<file path="src/iss_pkg.sv">
// constants for the interrupt state-save block
package iss_pkg;

  // ---------------------------------------------------------------
  // register map (byte offsets)
  // ---------------------------------------------------------------
  localparam logic [7:0] ADDR_RESUME      = 8'h00;
  localparam logic [7:0] ADDR_STATUS      = 8'h04;
  localparam logic [7:0] ADDR_CRIT_RESUME = 8'h08;
  localparam logic [7:0] ADDR_CRIT_STATUS = 8'h0c;
  localparam logic [7:0] ADDR_MSTATE      = 8'h10;
  localparam logic [7:0] ADDR_EVT_STATUS  = 8'h14;
  localparam logic [7:0] ADDR_EVT_MASK    = 8'h18;
  localparam logic [7:0] ADDR_CONTROL     = 8'h1c;

  // ---------------------------------------------------------------
  // reset values
  // ---------------------------------------------------------------
  localparam logic [31:0] RST_WORD   = 32'h0000_0000;
  localparam logic [31:0] RST_MSTATE = 32'h0000_1000;

  // ---------------------------------------------------------------
  // field positions (bit 0 is the most significant bit, 31 the least)
  // ---------------------------------------------------------------
  localparam int LSB_IC_PARITY = 31 - 10;
  localparam int LSB_DC_PARITY = 31 - 11;
  localparam int LSB_MCP       = 31 - 12;
  localparam int LSB_TEA       = 31 - 13;
  localparam int LSB_DPE       = 31 - 14;
  localparam int LSB_APE       = 31 - 15;
  localparam int LSB_RI        = 31 - 30;
  localparam int LSB_MCHK_EN   = 31 - 19;

  // event status bits
  localparam int EVT_TAKEN = 0;
  localparam int EVT_MCHK  = 1;
  localparam int EVT_CSTOP = 2;
  localparam int EVT_CRIT  = 3;
  localparam int EVT_W     = 4;

  // interrupt kinds
  typedef enum logic [1:0]
  {
    ISS_KIND_NORMAL = 2'h0,
    ISS_KIND_MCHK   = 2'h1,
    ISS_KIND_CRIT   = 2'h2
  } iss_kind_t;

endpackage : iss_pkg

</file>
<file path="src/iss_core.sv">
// interrupt state-save registers with apb access and event interrupt
//
// Contract
// - interrupt take loads resume address register
// - resume point: earlier done, later not
// - faulting or next address per type
// - return fetches from saved resume address
// - status save captures, return restores state
// - high half specific, low half copied
// - machine check sets six cause flags
// - bit 30 cleared or copied per cause
// - external plus transfer error clears 30
// - machine check copies bits 16-29, 31
// - separate save pair for critical interrupts
// - machine check disabled enters checkstop
// - critical return loads next fetch address
module iss_core
  import iss_pkg::*;
(
  input  wire logic        clock,
  input  wire logic        reset,
  input  wire logic        psel,
  input  wire logic        penable,
  input  wire logic        pwrite,
  input  wire logic [7:0]  paddr,
  input  wire logic [31:0] pwdata,
  output logic      [31:0] prdata,
  output logic             pready,
  output logic             pslverr,
  input  wire logic        take_valid,
  input  wire iss_pkg::iss_kind_t take_kind,
  input  wire logic [31:0] fault_address,
  input  wire logic [31:0] next_address,
  input  wire logic        save_next,
  input  wire logic [15:0] cause_info,
  input  wire logic [5:0]  mchk_causes,
  input  wire logic        return_normal,
  input  wire logic        return_critical,
  output logic             redirect_valid,
  output logic      [31:0] redirect_address,
  output logic      [31:0] machine_state,
  output logic             checkstop,
  output logic             irq
);
  import iss_pkg::*;

  typedef struct packed
  {
    logic [31:0]      resume;
    logic [31:0]      status;
    logic [31:0]      crit_resume;
    logic [31:0]      crit_status;
    logic [31:0]      mstate;
    logic [EVT_W-1:0] evt;
    logic [EVT_W-1:0] mask;
    logic             cstop;
    logic [31:0]      rdata;
    logic             ready;
    logic             err;
    logic             redir;
    logic [31:0]      redir_addr;
    logic             irq;
  } iss_state_t;

  iss_state_t state_reg;
  iss_state_t state_next;

  // ---------------------------------------------------------------
  // helpers
  // ---------------------------------------------------------------
  // machine check status image; causes ordered icache..address parity
  function automatic logic [31:0] mchk_image(input logic [31:0] m, input logic [5:0] c);
    logic [31:0] s;
    s = m;
    s[31:16] = {10'h000, c};
    // only the external input alone keeps recoverability
    if (c[LSB_MCP-16] && !(c[LSB_IC_PARITY-16] || c[LSB_DC_PARITY-16] || c[LSB_TEA-16]
        || c[LSB_DPE-16] || c[LSB_APE-16]))
      s[LSB_RI] = m[LSB_RI];
    else
      s[LSB_RI] = 1'b0;
    return s;
  endfunction : mchk_image

  function automatic logic [31:0] reg_read(input iss_state_t s, input logic [7:0] a);
    logic [31:0] d;
    d = 32'h0000_0000;
    case (a)
      ADDR_RESUME:      d = s.resume;
      ADDR_STATUS:      d = s.status;
      ADDR_CRIT_RESUME: d = s.crit_resume;
      ADDR_CRIT_STATUS: d = s.crit_status;
      ADDR_MSTATE:      d = s.mstate;
      ADDR_EVT_STATUS:  d = {28'h0000000, s.evt};
      ADDR_EVT_MASK:    d = {28'h0000000, s.mask};
      ADDR_CONTROL:     d = {31'h00000000, s.cstop};
      default:          d = 32'h0000_0000;
    endcase
    return d;
  endfunction : reg_read

  function automatic logic addr_ok(input logic [7:0] a);
    return (a[1:0] == 2'h0) && (a <= ADDR_CONTROL);
  endfunction : addr_ok

  // ---------------------------------------------------------------
  // next state
  // ---------------------------------------------------------------
  logic             bus_wr;
  logic             bus_rd;
  logic [EVT_W-1:0] evt_set;
  logic             take_go;

  always_comb
  begin
    state_next = state_reg;
    bus_wr = psel && penable && !state_reg.ready && pwrite;
    bus_rd = psel && penable && !state_reg.ready && !pwrite;
    evt_set = '0;
    // a stopped core takes nothing further until reset
    take_go = take_valid && !state_reg.cstop;

    // software writes first; hardware capture below overrides same cycle
    if (bus_wr && addr_ok(paddr))
    begin
      case (paddr)
        ADDR_RESUME:      state_next.resume = pwdata;
        ADDR_STATUS:      state_next.status = pwdata;
        ADDR_CRIT_RESUME: state_next.crit_resume = pwdata;
        ADDR_CRIT_STATUS: state_next.crit_status = pwdata;
        ADDR_MSTATE:      state_next.mstate = pwdata;
        ADDR_EVT_STATUS:  state_next.evt = state_reg.evt & ~pwdata[EVT_W-1:0];
        ADDR_EVT_MASK:    state_next.mask = pwdata[EVT_W-1:0];
        default:          state_next.cstop = state_reg.cstop;
      endcase
    end

    if (take_go)
    begin
      case (take_kind)
        ISS_KIND_MCHK:
        begin
          if (state_reg.mstate[LSB_MCHK_EN])
          begin
            state_next.resume = fault_address;
            state_next.status = mchk_image(state_reg.mstate, mchk_causes);
            evt_set[EVT_MCHK] = 1'b1;
            evt_set[EVT_TAKEN] = 1'b1;
          end
          else
          begin
            state_next.cstop = 1'b1;
            evt_set[EVT_CSTOP] = 1'b1;
          end
        end
        ISS_KIND_CRIT:
        begin
          state_next.crit_resume = save_next ? next_address : fault_address;
          state_next.crit_status = state_reg.mstate;
          evt_set[EVT_CRIT] = 1'b1;
        end
        default:
        begin
          state_next.resume = save_next ? next_address : fault_address;
          state_next.status = {cause_info, state_reg.mstate[15:0]};
          evt_set[EVT_TAKEN] = 1'b1;
        end
      endcase
    end

    // set wins over a same-cycle write-one clear
    state_next.evt = state_next.evt | evt_set;

    state_next.redir = 1'b0;
    if (return_critical && !take_go)
    begin
      state_next.redir = 1'b1;
      state_next.redir_addr = state_reg.crit_resume;
      state_next.mstate = state_reg.crit_status;
    end
    else if (return_normal && !take_go)
    begin
      state_next.redir = 1'b1;
      state_next.redir_addr = state_reg.resume;
      state_next.mstate = state_reg.status;
    end

    state_next.ready = psel && penable && !state_reg.ready;
    state_next.err = (bus_wr || bus_rd) && !addr_ok(paddr);
    state_next.rdata = bus_rd ? reg_read(state_reg, paddr) : 32'h0000_0000;
    state_next.irq = |(state_next.evt & state_next.mask);
  end

  // ---------------------------------------------------------------
  // state register
  // ---------------------------------------------------------------
  always_ff @(posedge clock)
  begin
    if (reset)
    begin
      state_reg.resume      <= RST_WORD;
      state_reg.status      <= RST_WORD;
      state_reg.crit_resume <= RST_WORD;
      state_reg.crit_status <= RST_WORD;
      state_reg.mstate      <= RST_MSTATE;
      state_reg.evt         <= '0;
      state_reg.mask        <= '0;
      state_reg.cstop       <= 1'b0;
      state_reg.rdata       <= RST_WORD;
      state_reg.ready       <= 1'b0;
      state_reg.err         <= 1'b0;
      state_reg.redir       <= 1'b0;
      state_reg.redir_addr  <= RST_WORD;
      state_reg.irq         <= 1'b0;
    end
    else
      state_reg <= state_next;
  end

  assign prdata           = state_reg.rdata;
  assign pready           = state_reg.ready;
  assign pslverr          = state_reg.err;
  assign redirect_valid   = state_reg.redir;
  assign redirect_address = state_reg.redir_addr;
  assign machine_state    = state_reg.mstate;
  assign checkstop        = state_reg.cstop;
  assign irq              = state_reg.irq;

  // ---------------------------------------------------------------
  // checks
  // ---------------------------------------------------------------
  property p_resume_load;
    @(posedge clock) disable iff (reset)
    take_go && take_kind == ISS_KIND_NORMAL |=>
      state_reg.resume == ($past(save_next) ? $past(next_address) : $past(fault_address));
  endproperty
  a_resume_load: assert property (p_resume_load) else $error("resume not loaded");

  property p_status_high;
    @(posedge clock) disable iff (reset)
    take_go && take_kind == ISS_KIND_NORMAL |=>
      state_reg.status == {$past(cause_info), $past(state_reg.mstate[15:0])};
  endproperty
  a_status_high: assert property (p_status_high) else $error("status image wrong");

  property p_mchk_flags;
    @(posedge clock) disable iff (reset)
    take_go && take_kind == ISS_KIND_MCHK && state_reg.mstate[LSB_MCHK_EN] |=>
      state_reg.status[31:16] == {10'h000, $past(mchk_causes)};
  endproperty
  a_mchk_flags: assert property (p_mchk_flags) else $error("machine check flags wrong");

  property p_mchk_ri;
    @(posedge clock) disable iff (reset)
    take_go && take_kind == ISS_KIND_MCHK && state_reg.mstate[LSB_MCHK_EN]
      && mchk_causes[LSB_TEA-16] |=> !state_reg.status[LSB_RI];
  endproperty
  a_mchk_ri: assert property (p_mchk_ri) else $error("recoverable bit kept");

  property p_checkstop;
    @(posedge clock) disable iff (reset)
    take_go && take_kind == ISS_KIND_MCHK && !state_reg.mstate[LSB_MCHK_EN] |=>
      checkstop && $stable(state_reg.status);
  endproperty
  a_checkstop: assert property (p_checkstop) else $error("no checkstop");

  property p_return;
    @(posedge clock) disable iff (reset)
    return_normal && !return_critical && !take_go |=>
      redirect_valid && redirect_address == $past(state_reg.resume)
      && machine_state == $past(state_reg.status);
  endproperty
  a_return: assert property (p_return) else $error("return wrong");

  property p_crit_return;
    @(posedge clock) disable iff (reset)
    return_critical && !take_go |=> redirect_address == $past(state_reg.crit_resume);
  endproperty
  a_crit_return: assert property (p_crit_return) else $error("critical return wrong");

  property p_crit_pair;
    @(posedge clock) disable iff (reset)
    take_go && take_kind == ISS_KIND_CRIT |=>
      state_reg.crit_status == $past(state_reg.mstate) && $stable(state_reg.resume);
  endproperty
  a_crit_pair: assert property (p_crit_pair) else $error("critical pair wrong");

  property p_mchk_keep;
    @(posedge clock) disable iff (reset)
    take_go && take_kind == ISS_KIND_MCHK && state_reg.mstate[LSB_MCHK_EN]
      && mchk_causes == 6'h08 |=> state_reg.status[LSB_RI] == $past(state_reg.mstate[LSB_RI]);
  endproperty
  a_mchk_keep: assert property (p_mchk_keep) else $error("recoverable bit lost");

  property p_mchk_copy;
    @(posedge clock) disable iff (reset)
    take_go && take_kind == ISS_KIND_MCHK && state_reg.mstate[LSB_MCHK_EN] |=>
      state_reg.resume == $past(fault_address)
      && state_reg.status[15:2] == $past(state_reg.mstate[15:2])
      && state_reg.status[0] == $past(state_reg.mstate[0]);
  endproperty
  a_mchk_copy: assert property (p_mchk_copy) else $error("machine check copy wrong");

  // a stopped core must leave both save registers alone
  property p_cstop_refuse;
    @(posedge clock) disable iff (reset)
    checkstop && take_valid && !(psel && penable) |=>
      checkstop && $stable(state_reg.resume) && $stable(state_reg.status);
  endproperty
  a_cstop_refuse: assert property (p_cstop_refuse) else $error("take after checkstop");

endmodule : iss_core

</file>
<file path="config.mk">
export PLATFORM = sky130hd
export DESIGN_NAME = iss_core
export DESIGN_NICKNAME = d
export VERILOG_FILES = /design/src/iss_pkg.sv /design/src/iss_core.sv
export SDC_FILE = /design/constraint.sdc
export NUM_CORES = 1
export LEC_CHECK = 0
export BUFFER_PORTS_ARGS = -buffer_cell sky130_fd_sc_hd__buf_4
export CORE_ASPECT_RATIO = 0.75
export CORE_UTILIZATION = 34
export DETAILED_ROUTE_END_ITERATION = 16
export SETUP_SLACK_MARGIN = 0.02
export SYNTH_ARGS = -nofsm -noshare
export SYNTH_HDL_FRONTEND = slang
export SYNTH_SLANG_ARGS = --single-unit
</file>
<file path="constraint.sdc">
create_clock -name clock -period 3.94 [get_ports clock]
set_input_delay 0.394 -clock clock [delete_from_list [all_inputs] [get_ports clock]]
set_output_delay 0.394 -clock clock [all_outputs]
set_load 0.005 [all_outputs]
</file>
Yosys cells after proc, flatten, opt, wreduce, memory -nomap -nowiden --
Index checks and enable logic that the tools add are counted.
Word-level totals: register bits 237, output and inout port bits 101, word-level logic and storage cells 87
Operators by class: order comparisons 1, equal/unequal tests 9, muxes and demuxes 28, bitwise gates (word level) 5, reductions and logical operators 30
Operator list (count):
- $mux 32 | 8
- $pmux 32 s8 | 1
- $mux 169 | 1
- $mux 128 | 1
- $mux 64 | 2
- $pmux 64 s2 | 1
- $mux 33 | 2
- $eq 8x5->1 const B | 4
- $eq 8x4->1 const B | 2
- $mux 4 | 3
- $logic_and 1x1->1 | 11
- $and 4x4->4 | 2
- $eq 8x3->1 const B | 1
- $le 8x5->1 const B | 1
- $logic_not 8->1 | 1
- $logic_not 1->1 | 6
- $mux 1 | 6
- $reduce_bool 3->1 | 2
- $logic_or 1x1->1 | 5
- $mux 2 | 2
- $not 4->4 | 1
- $or 4x4->4 | 1
- $reduce_or 4->1 | 1
- $eq 2x1->1 const B | 1
- other kinds (7) | 7

Depth between registers and ports, before layout --
Gate-level depths: netlist of the first run.
depth in word-level cells 10, gate-level depth with buffers 9, depth with buffers taken out 7

Worst setup path before layout of the first run --
Ideal clock, no wire load.
kind input port to flip-flop, start point input port take_kind[0], end point register state_reg[206] (netlist bit), arrival 1813 ps, data required time 3870 ps, path slack 2057 ps, cell stages on the path 7, buffers on the path 2, cell sequence inv_1 > ha_1 > clkbuf_1 > nor2_1 > clkbuf_1 > a22oi_1 > a21oi_1
Between the ends: longest elaborated chain between the ends 3, elaborated cells between the ends (all ways) 4, those cells by class eq/ne (2); mux (2)
RTL lines:
- start, declared | RTL line iss_core.sv:31 | input wire iss_pkg::iss_kind_t take_kind,
- $eq 2x2->1 or $eq 2x1->1 (tied branches) | RTL line iss_core.sv:140 | case (take_kind)
- $pmux 64 s2 * | RTL line iss_core.sv:140
- $mux 128 * | RTL line iss_core.sv:138 | if (take_go)
- end signal, assigned | RTL line iss_core.sv:217 | state_reg <= state_next;
- end, declared | RTL line iss_core.sv:65 | iss_state_t state_reg;
Every way passes the cells marked *; elsewhere a longest branch is shown, timed or not. A chain may end at the register's enable or synchronous reset.

Final worst setup path of the first run --
start point register state_reg, in the netlist pready, end point register state_reg[139] (netlist bit)
Between the ends: longest elaborated chain between the ends 7
RTL lines:
- $logic_not 1->1 * | RTL line iss_core.sv:117 | bus_wr = psel && penable && !state_reg.ready && pwrite;
- $logic_and 1x1->1 * (2 in series) | RTL line iss_core.sv:117
- $logic_and 1x1->1 * | RTL line iss_core.sv:124 | if (bus_wr && addr_ok(paddr))
- $mux 169 * | RTL line iss_core.sv:124
- $mux 64 | RTL line iss_core.sv:140
- $mux 128 * | RTL line iss_core.sv:138
Every way passes the cells marked *; elsewhere a longest branch is shown, timed or not. The select of a mux whose other input is x is not followed.

==> flow_summary.json, run 1 <==
{
  "setup_viol": 0,
  "wirelength_um": 47600,
  "cts_tree": "built",
  "fin_crit_sh_pct": 73.4,
  "core-area_sq_mm": 0.0358,
  "grt_overflow": 0,
  "final_antenna_net_count": 0,
  "drcViolationCount": 0,
  "fp.dieW_um": 222,
  "max_cap_violations": 0,
  "drtIter0Drc": 1428,
  "layout_commonest_cell": "buf_4",
  "crit_arrival_ns": 3.26,
  "clock_skew_ns": 0.00999,
  "synth_edf_count": 0,
  "setup.worst_path.start_class": "flip-flop",
  "antenna_cells": 0,
  "grt_max_degree": 110,
  "tightest_slew_ns": 1.20,
  "setup_ws_ns": 1.05,
  "drv_slew": 0,
  "synth-seq-cells": 237,
  "initial_core_util_pct": 34.4,
  "antenna_found_initial": 1,
  "cts_max_level": 1,
  "gr-max-usage-layer": "met2",
  "hold_buffers": 0,
  "wire_per_inst_um": 24.4,
  "critPathKind": "reg2reg",
  "nets": 1607,
  "cp.required_ns": 4.31,
  "ys_seq_area_share_pct": 38.5,
  "period_needed_ns": 2.89,
  "synth_cells": 1408,
  "hold_viol": 0,
  "dr.pass1.iters": 10,
  "use_met2_pct": 36.2,
  "ir_drop_v": 0.000232,
  "final_core_util_pct": 40.7,
  "syn_to_final_growth_pct": 18.3,
  "grt_pass1_vias": 11300,
  "r2r_setup_slack_ns": 1.05,
  "synth_top_flop_cell": "dfxtp_1",
  "postCtsResizedCells": 0,
  "cts_buffers": 26,
  "grt.total_usage_pct": 24.9,
  "max-clock-path-buffers": 3,
  "worstRegToRegCells": 6,
  "min_from": "cause_info[5]",
  "cp_max_fo": 19,
  "place_congestion": 0.841,
  "syn-num-nets": 1547,
  "ys_warn_count": 0,
  "p_total_mw": 5.80,
  "rr_startpoint": "pready",
  "hold_path_depth": 3,
  "holdPathEnd": "state_reg[194]",
  "largest_register_ffs": 136,
  "use_met3_pct": 6.60,
  "grt_pass1_wl_um": 71600,
  "postCtsSetupRepairBufs": 0,
  "die-height_um": 167,
  "outcome": "completed",
  "leakage_nw": 5.21,
  "vias": 11800,
  "clk_pin_slew_ns": 0.06,
  "clockRootBuffer": "clkbuf_16",
  "rows": 60,
  "port_buffers": 237,
  "dpl.hpwl_um": 30400,
  "relSlewSlack_pct": 19.7,
  "p_per_area_mw_per_mm2": 397,
  "final_cell_mix": "buf_4 (262), dfxtp_1 (237), a21oi_1 (120), nor2_1 (118), nand2_1 (113)",
  "hold_path.class": "in2reg",
  "vias_per_cell": 6.03,
  "synth_area_sq_mm": 0.0123,
  "clkSinkCount": 237,
  "fmax_mhz": 346,
  "io-pin-count": 238,
  "rr_endpoint": "state_reg[139]",
  "fillers": 3551,
  "drive_gt1_share_pct": 26.9,
  "yosysUniqueCellTypes": 52,
  "syn_avg_cell_area_sq_um": 8.76,
  "rsz0062_at_grt": "false",
  "tns_ns": 0,
  "synthArstFlopShare_pct": 0,
  "grt_util_met1_pct": 36.1,
  "dp_slack_ns": 0.856,
  "clk_latency_ns": 0.54,
  "crit_path_end_kind": "flip-flop",
  "design.die.area_sq_mm": 0.0371
}
Yosys cell counts, types with 2 or more instances:
| cell | n | area (sq um) |
|---|---|---|
| a221o_1 | 31 | 310 |
| a211oi_1 | 64 | 480 |
| dfxtp_1 | 237 | 4740 |
| o211ai_1 | 33 | 248 |
| nand2_1 | 115 | 432 |
| a221oi_1 | 2 | 17.5 |
| mux2_2 | 64 | 721 |
| o21ai_0 | 46 | 230 |
| a31oi_1 | 4 | 25.0 |
| a311oi_1 | 9 | 78.8 |
| nor3_1 | 2 | 10.0 |
| buf_6 | 4 | 45.0 |
| a21oi_1 | 120 | 601 |
| a222oi_1 | 40 | 400 |
| nand2b_1 | 2 | 12.5 |
| inv_1 | 4 | 15.0 |
| clkbuf_1 | 104 | 390 |
| o21ai_1 | 2 | 10.0 |
| o22a_1 | 2 | 17.5 |
| nand3_1 | 34 | 170 |
| a22oi_1 | 100 | 751 |
| mux2i_1 | 69 | 691 |
| ha_1 | 2 | 25.0 |
| nor2_1 | 121 | 454 |
| a21boi_0 | 2 | 15.0 |
| buf_8 | 3 | 45.0 |
| and2_1 | 11 | 68.8 |
| nor2b_1 | 3 | 18.8 |
| nand4_1 | 4 | 25.0 |
| a21o_1 | 32 | 240 |
| buf_1 | 8 | 30.0 |
| buf_2 | 17 | 85.1 |
| buf_4 | 98 | 736 |
per-stage QoR:
stage          hold slack, ns  instance area (sq um)  cells
6_report               0.0971                  14600   1950
5_1_grt                 0.103                  14600   1950
4_1_cts                0.0740                  14600   1950
3_5_place_dp            0.462                  13700   1905
3_3_place_gp            0.459                  13700   1905
2_1_floorplan           0.444                  12300   1408
worst max path at each step:
| stage | to | cells after the start | start |
|---|---|---|---|
| after floorplan | state_reg[206] | 7 | take_kind[0] |
| after global placement | state_reg[140] | 7 | paddr[7] |
| after detailed placement | state_reg[116] | 7 | paddr[7] |
| after CTS | state_reg[139] | 6 | pready |
| after global routing | state_reg[139] | 6 | pready |
| final | state_reg[139] | 6 | pready |
cells by family (layout without fill, tap and decap cells):
kind of cell | count (synthesis) | count (layout) | share of synthesized area, %
simple gates | 306 | 306 | 10.9
flops | 237 | 237 | 38.5
fa+ha+maj | 2 | 2 | 0.203
compound gates | 492 | 492 | 28.1
buf+inv | 238 | 315 | 10.9
mux | 133 | 133 | 11.4
metal layers:
layer	up-vias	wire length [um]
li1	5285	-
met1	5745	21600
met2	664	20200
met3	63	4900
met4	0	947
met5	-	0
report_power, final:
group          internal [mW]  switching, mW
Sequential              2.50         0.0912
Combinational          0.302          0.427
Clock                   1.48           1.00
critical path: stages, from the launching register on:
cell and delay, ns:
dfxtp_1 0.32, and4b_1 0.49, and3_2 0.60, and2_2 0.71, buf_12 0.27, mux2i_1 0.20, a211oi_1 0.09
cell type report:
type | instances | area (sq um) | area share (%)
clock buffer | 41 | 818 | 5.61
inverter | 4 | 15.0 | 0.103
sequential | 237 | 4740 | 32.5
multi-input combinational | 933 | 6340 | 43.5
tap | 465 | 582 | 3.99
clock inverter | 4 | 47.5 | 0.326
timing repair buffer | 266 | 2040 | 14.0
Power figures use the tool's default switching activity.
==> inputs of run 2 (changes only) <==
==> constraint.sdc (replaced) <==
create_clock -name clock -period 2.8 [get_ports clock]
set_input_delay 0.28 -clock clock [delete_from_list [all_inputs] [get_ports clock]]
set_output_delay 0.28 -clock clock [all_outputs]
set_load 0.005 [all_outputs]
==> flow_summary.json, run 2 (synthesis results as in run 1) <==
{
  "setup.worst_path.start_class": "flip-flop",
  "cts_buffers": 26,
  "max-clock-path-buffers": 3,
  "clockRootBuffer": "clkbuf_16",
  "hold_ws_ns": 0.0185,
  "vias": 11900,
  "postCtsSetupRepairBufs": 0,
  "core-area_sq_mm": 0.0358,
  "io-pin-count": 238,
  "drcViolationCount": 0,
  "hold_path.class": "in2reg",
  "grt_max_degree": 204,
  "fp.dieW_um": 222,
  "tns_ns": 0,
  "clkSinkCount": 237,
  "fin_area_sq_mm": 0.0150,
  "rows": 60,
  "fin_cells": 1984,
  "hold_viol": 0,
  "postCtsResizedCells": 0,
  "wire_per_inst_um": 24.1,
  "tightest_slew_ns": 1.19,
  "drv_slew": 0,
  "rsz0062_at_grt": "false",
  "grt_pass1_wl_um": 71800,
  "dr_wl_met3_um": 5080,
  "wirelength_um": 47800,
  "fillers": 3517,
  "wl_met2_um": 20000,
  "place_area_sq_mm": 0.0139,
  "slowest_delay_ns": 0.97,
  "antenna_found_initial": 4,
  "crit_path_end_kind": "flip-flop",
  "place_congestion": 0.835,
  "period_needed_ns": 2.48,
  "setup_ws_ns": 0.315,
  "p_per_area_mw_per_mm2": 564,
  "relSlewSlack_pct": 20.3,
  "crit_arrival_ns": 2.93,
  "path_cells": "and4b_1 > and3_2 > a21boi_4 > nand2_1 > a21oi_1",
  "critPathKind": "reg2reg",
  "min_from": "take_valid",
  "max_cap_violations": 0,
  "dp.cells": 1924,
  "outcome": "completed",
  "dr.pass1.iters": 8,
  "clk_latency_ns": 0.53,
  "fmax_mhz": 402,
  "p_total_mw": 8.44,
  "cts_tree": "built",
  "nets": 1636,
  "final_antenna_net_count": 0,
  "drive_gt1_share_pct": 27.6,
  "dpl.hpwl_um": 30600,
  "cp_max_fo": 32,
  "slowest_stage": "a21boi_4",
  "vias_per_cell": 6.00,
  "grt_pass1_vias": 11200,
  "grt.total_usage_pct": 25.1,
  "die-height_um": 167,
  "initial_core_util_pct": 34.4,
  "design.die.area_sq_mm": 0.0371,
  "fin_crit_sh_pct": 88.7,
  "final_cell_mix": "buf_4 (275), dfxtp_1 (237), a21oi_1 (120), nor2_1 (118), nand2_1 (113)",
  "ir_drop_v": 0.000381,
  "clock_skew_ns": 0.00638,
  "worstSetupStartpoint": "pready",
  "drtIter0Drc": 1591,
  "largest_register_ffs": 136,
  "leakage_nw": 5.40,
  "layout_commonest_cell": "buf_4",
  "port_buffers": 237,
  "dp_slack_ns": 0.305,
  "clk_pin_slew_ns": 0.06,
  "rr_startpoint": "pready",
  "syn_to_final_growth_pct": 21.4,
  "grt_overflow": 0,
  "met1_length_um": 21500,
  "top_layer_used": "met5",
  "final_core_util_pct": 41.8,
  "cts_max_level": 1,
  "setup_viol": 0,
  "cp.required_ns": 3.25
}
## run 2: cell types whose count changed in the layout (fill, tap and decap cells not counted)
| cell | delta |
|---|---|
| buf_4 | +13 |
| bufinv_16 | +3 |
| clkbuf_8 | -3 |
| dlygate4sd3_1 | +10 |
| clkinvlp_4 | +1 |
| clkbuf_1 | +2 |
| diode_2 | +2 |
| buf_12 | +6 |
## run 2: what timing repair did
action	in CTS	in global routing
hold buffers	10	0
hold endpoints to repair	10	0
setup endpoints to repair	0	0
## run 2: where the power goes
group | leakage (nW) | internal, mW | switching, mW
logic | 3.02 | 0.456 | 0.606
clock network | 0.449 | 2.29 | 1.45
registers | 1.93 | 3.51 | 0.127
## run 2: final cells by class
cell class	instances	area [sq um]	share of cell area [%]
multi-input cells	933	6340	42.4
clock inverters	8	145	0.969
clock buffers	40	785	5.24
inverters	4	15.0	0.100
diodes	2	5.00	0.0334
repair buffers	295	2360	15.7
well taps	465	582	3.88
flip-flops and latches	237	4740	31.7
## run 2: final timing paths
kind,to,slack [ns],depth (start not counted)
worst max-delay path,machine_state[13],0.32,5
worst min-delay path,checkstop,0.02,3
worst max register to register,machine_state[13],0.32,5
worst min register to register,redirect_address[26],0.48,2
## run 2: worst max-delay path: cells and delay by family, from the launching register on
kind | cells | cell delay (ns)
flip-flops | 1 | 0.34
AND/OR/NAND/NOR | 3 | 0.90
AO/OA/AOI/OAI | 2 | 1.14
## run 2: metal layers
metal | vias to the layer above | GRT usage (%)
met4 | 4 | 7.28
met1 | 5797 | 36.2
met3 | 83 | 6.83
met5 | - | 0
met2 | 672 | 36.0
li1 | 5342 | -
==> inputs of run 3 (changes only) <==
--- a/config.mk
+++ b/config.mk
@@ -9,7 +9,9 @@
 export CORE_ASPECT_RATIO = 0.75
 export CORE_UTILIZATION = 34
 export DETAILED_ROUTE_END_ITERATION = 16
+export REMOVE_ABC_BUFFERS = 1
 export SETUP_SLACK_MARGIN = 0.02
+export SKIP_CTS_REPAIR_TIMING = 1
 export SYNTH_ARGS = -nofsm -noshare
 export SYNTH_HDL_FRONTEND = slang
 export SYNTH_SLANG_ARGS = --single-unit
==> flow_summary.json, run 3 (synthesis results as in run 1) <==
{
  "outcome": "complete, but fails checks",
  "violations": "negative hold slack",
  "critPathKind": "reg2reg",
  "die-height_um": 167,
  "port_buffers": 237,
  "clkSinkCount": 237,
  "fin_area_sq_mm": 0.0149,
  "drive_gt1_share_pct": 28.1,
  "drcViolationCount": 0,
  "wirelength_um": 48100,
  "place_congestion": 0.852,
  "max_cap_violations": 0,
  "grt_max_degree": 91,
  "fin_crit_sh_pct": 86.3,
  "wire_per_inst_um": 24.4,
  "hold_ws_ns": -0.00877,
  "layout_commonest_cell": "buf_4",
  "dp.cells": 1928,
  "final_core_util_pct": 41.5,
  "drtIter0Drc": 1604,
  "rr_startpoint": "pready",
  "p_total_mw": 8.13,
  "fin_cells": 1976,
  "final_antenna_net_count": 0,
  "antenna_found_initial": 1,
  "grt.total_usage_pct": 25.1,
  "grt_pass1_vias": 11200,
  "clk_latency_ns": 0.55,
  "dpl.hpwl_um": 30600,
  "vias": 11700,
  "setup_ws_ns": 0.383,
  "period_needed_ns": 2.42,
  "design.die.area_sq_mm": 0.0371,
  "cts_tree": "built",
  "slowest_delay_ns": 0.52,
  "hold_path.class": "in2reg",
  "clock_skew_ns": 0.00968,
  "min_from": "cause_info[2]",
  "vias_per_cell": 5.93,
  "relSlewSlack_pct": 31.3,
  "path_cells": "and4b_1 > and3_2 > and2_2 > buf_4 > mux2i_1 > a211oi_1",
  "grt_overflow": 0,
  "cp.required_ns": 3.18,
  "antenna_cells": 0,
  "tns_ns": 0,
  "rr_endpoint": "state_reg[152]",
  "largest_register_ffs": 136,
  "hold_viol": 2,
  "io-pin-count": 238,
  "ir_drop_v": 0.000374,
  "grt_pass1_wl_um": 71500,
  "initial_core_util_pct": 34.4,
  "setup_viol": 0,
  "clk_pin_slew_ns": 0.07,
  "r2r_setup_slack_ns": 0.38,
  "worstRegToRegCells": 6,
  "drv_slew": 0,
  "setup.worst_path.end": "state_reg[152]",
  "crit_path_end_kind": "flip-flop",
  "dp_slack_ns": 0.381,
  "worstSetupStartpoint": "pready",
  "final_cell_mix": "buf_4 (278), dfxtp_1 (237), a21oi_1 (120), nor2_1 (117), nand2_1 (112)",
  "place_area_sq_mm": 0.0140,
  "leakage_nw": 5.36,
  "tightest_slew_ns": 1.03,
  "rows": 60,
  "crit_arrival_ns": 2.80,
  "slowest_stage": "and3_2",
  "cp_max_fo": 14,
  "rsz0062_at_grt": "false",
  "nets": 1634,
  "max-clock-path-buffers": 3,
  "setup.worst_path.start_class": "flip-flop",
  "syn_to_final_growth_pct": 20.5,
  "clockRootBuffer": "clkbuf_16",
  "fmax_mhz": 414,
  "cts_max_level": 1,
  "core-area_sq_mm": 0.0358,
  "dr.pass1.iters": 8,
  "cts_buffers": 26,
  "fp.dieW_um": 222,
  "p_per_area_mw_per_mm2": 547
}
[run 3: worst max-delay path, delay by kind of cell, from the launching register on]
kind / cells / cell delay (ns)
AND/OR/NAND/NOR: 3 / 1.34
flip-flops: 1 / 0.32
buffers and inverters: 1 / 0.28
multiplexers: 1 / 0.21
AO/OA/AOI/OAI: 1 / 0.09
[run 3: layout make-up]
cell class | count | area [sq um]
clock buffers | 36 | 759
inverters | 4 | 15.0
well taps | 465 | 582
flip-flops and latches | 237 | 4740
multi-input cells | 933 | 6350
clock inverters | 8 | 65.1
fillers | 3547 | 21000
repair buffers | 293 | 2340
[run 3: worst min path at each step]
stage	endpoint	slack (ns)	cells after the start
final	state_reg[191]	-0.009	3
after detailed placement	redirect_address[13]	0.46	2
after global placement	redirect_address[6]	0.46	2
after global routing	state_reg[201]	0.004	3
after CTS	checkstop	-0.04	3
after floorplan	irq	0.35	1
[run 3: where the power goes]
part           switching [mW]  internal [mW]
clock network            1.46           1.97
registers               0.126           3.51
logic                   0.605          0.454
[run 3: routing by layer]
| metal | share of wire, % | track usage [%] | up-vias | wire [um] |
|---|---|---|---|---|
| met3 | 9.4 | 5.10 | 96 | 4520 |
| met2 | 44 | 38.7 | 630 | 21300 |
| met4 | 3.2 | 8.12 | 2 | 1530 |
| li1 | - | - | 5347 | - |
| met5 | 0.027 | 0 | - | 13 |
| met1 | 43 | 34.7 | 5640 | 20700 |
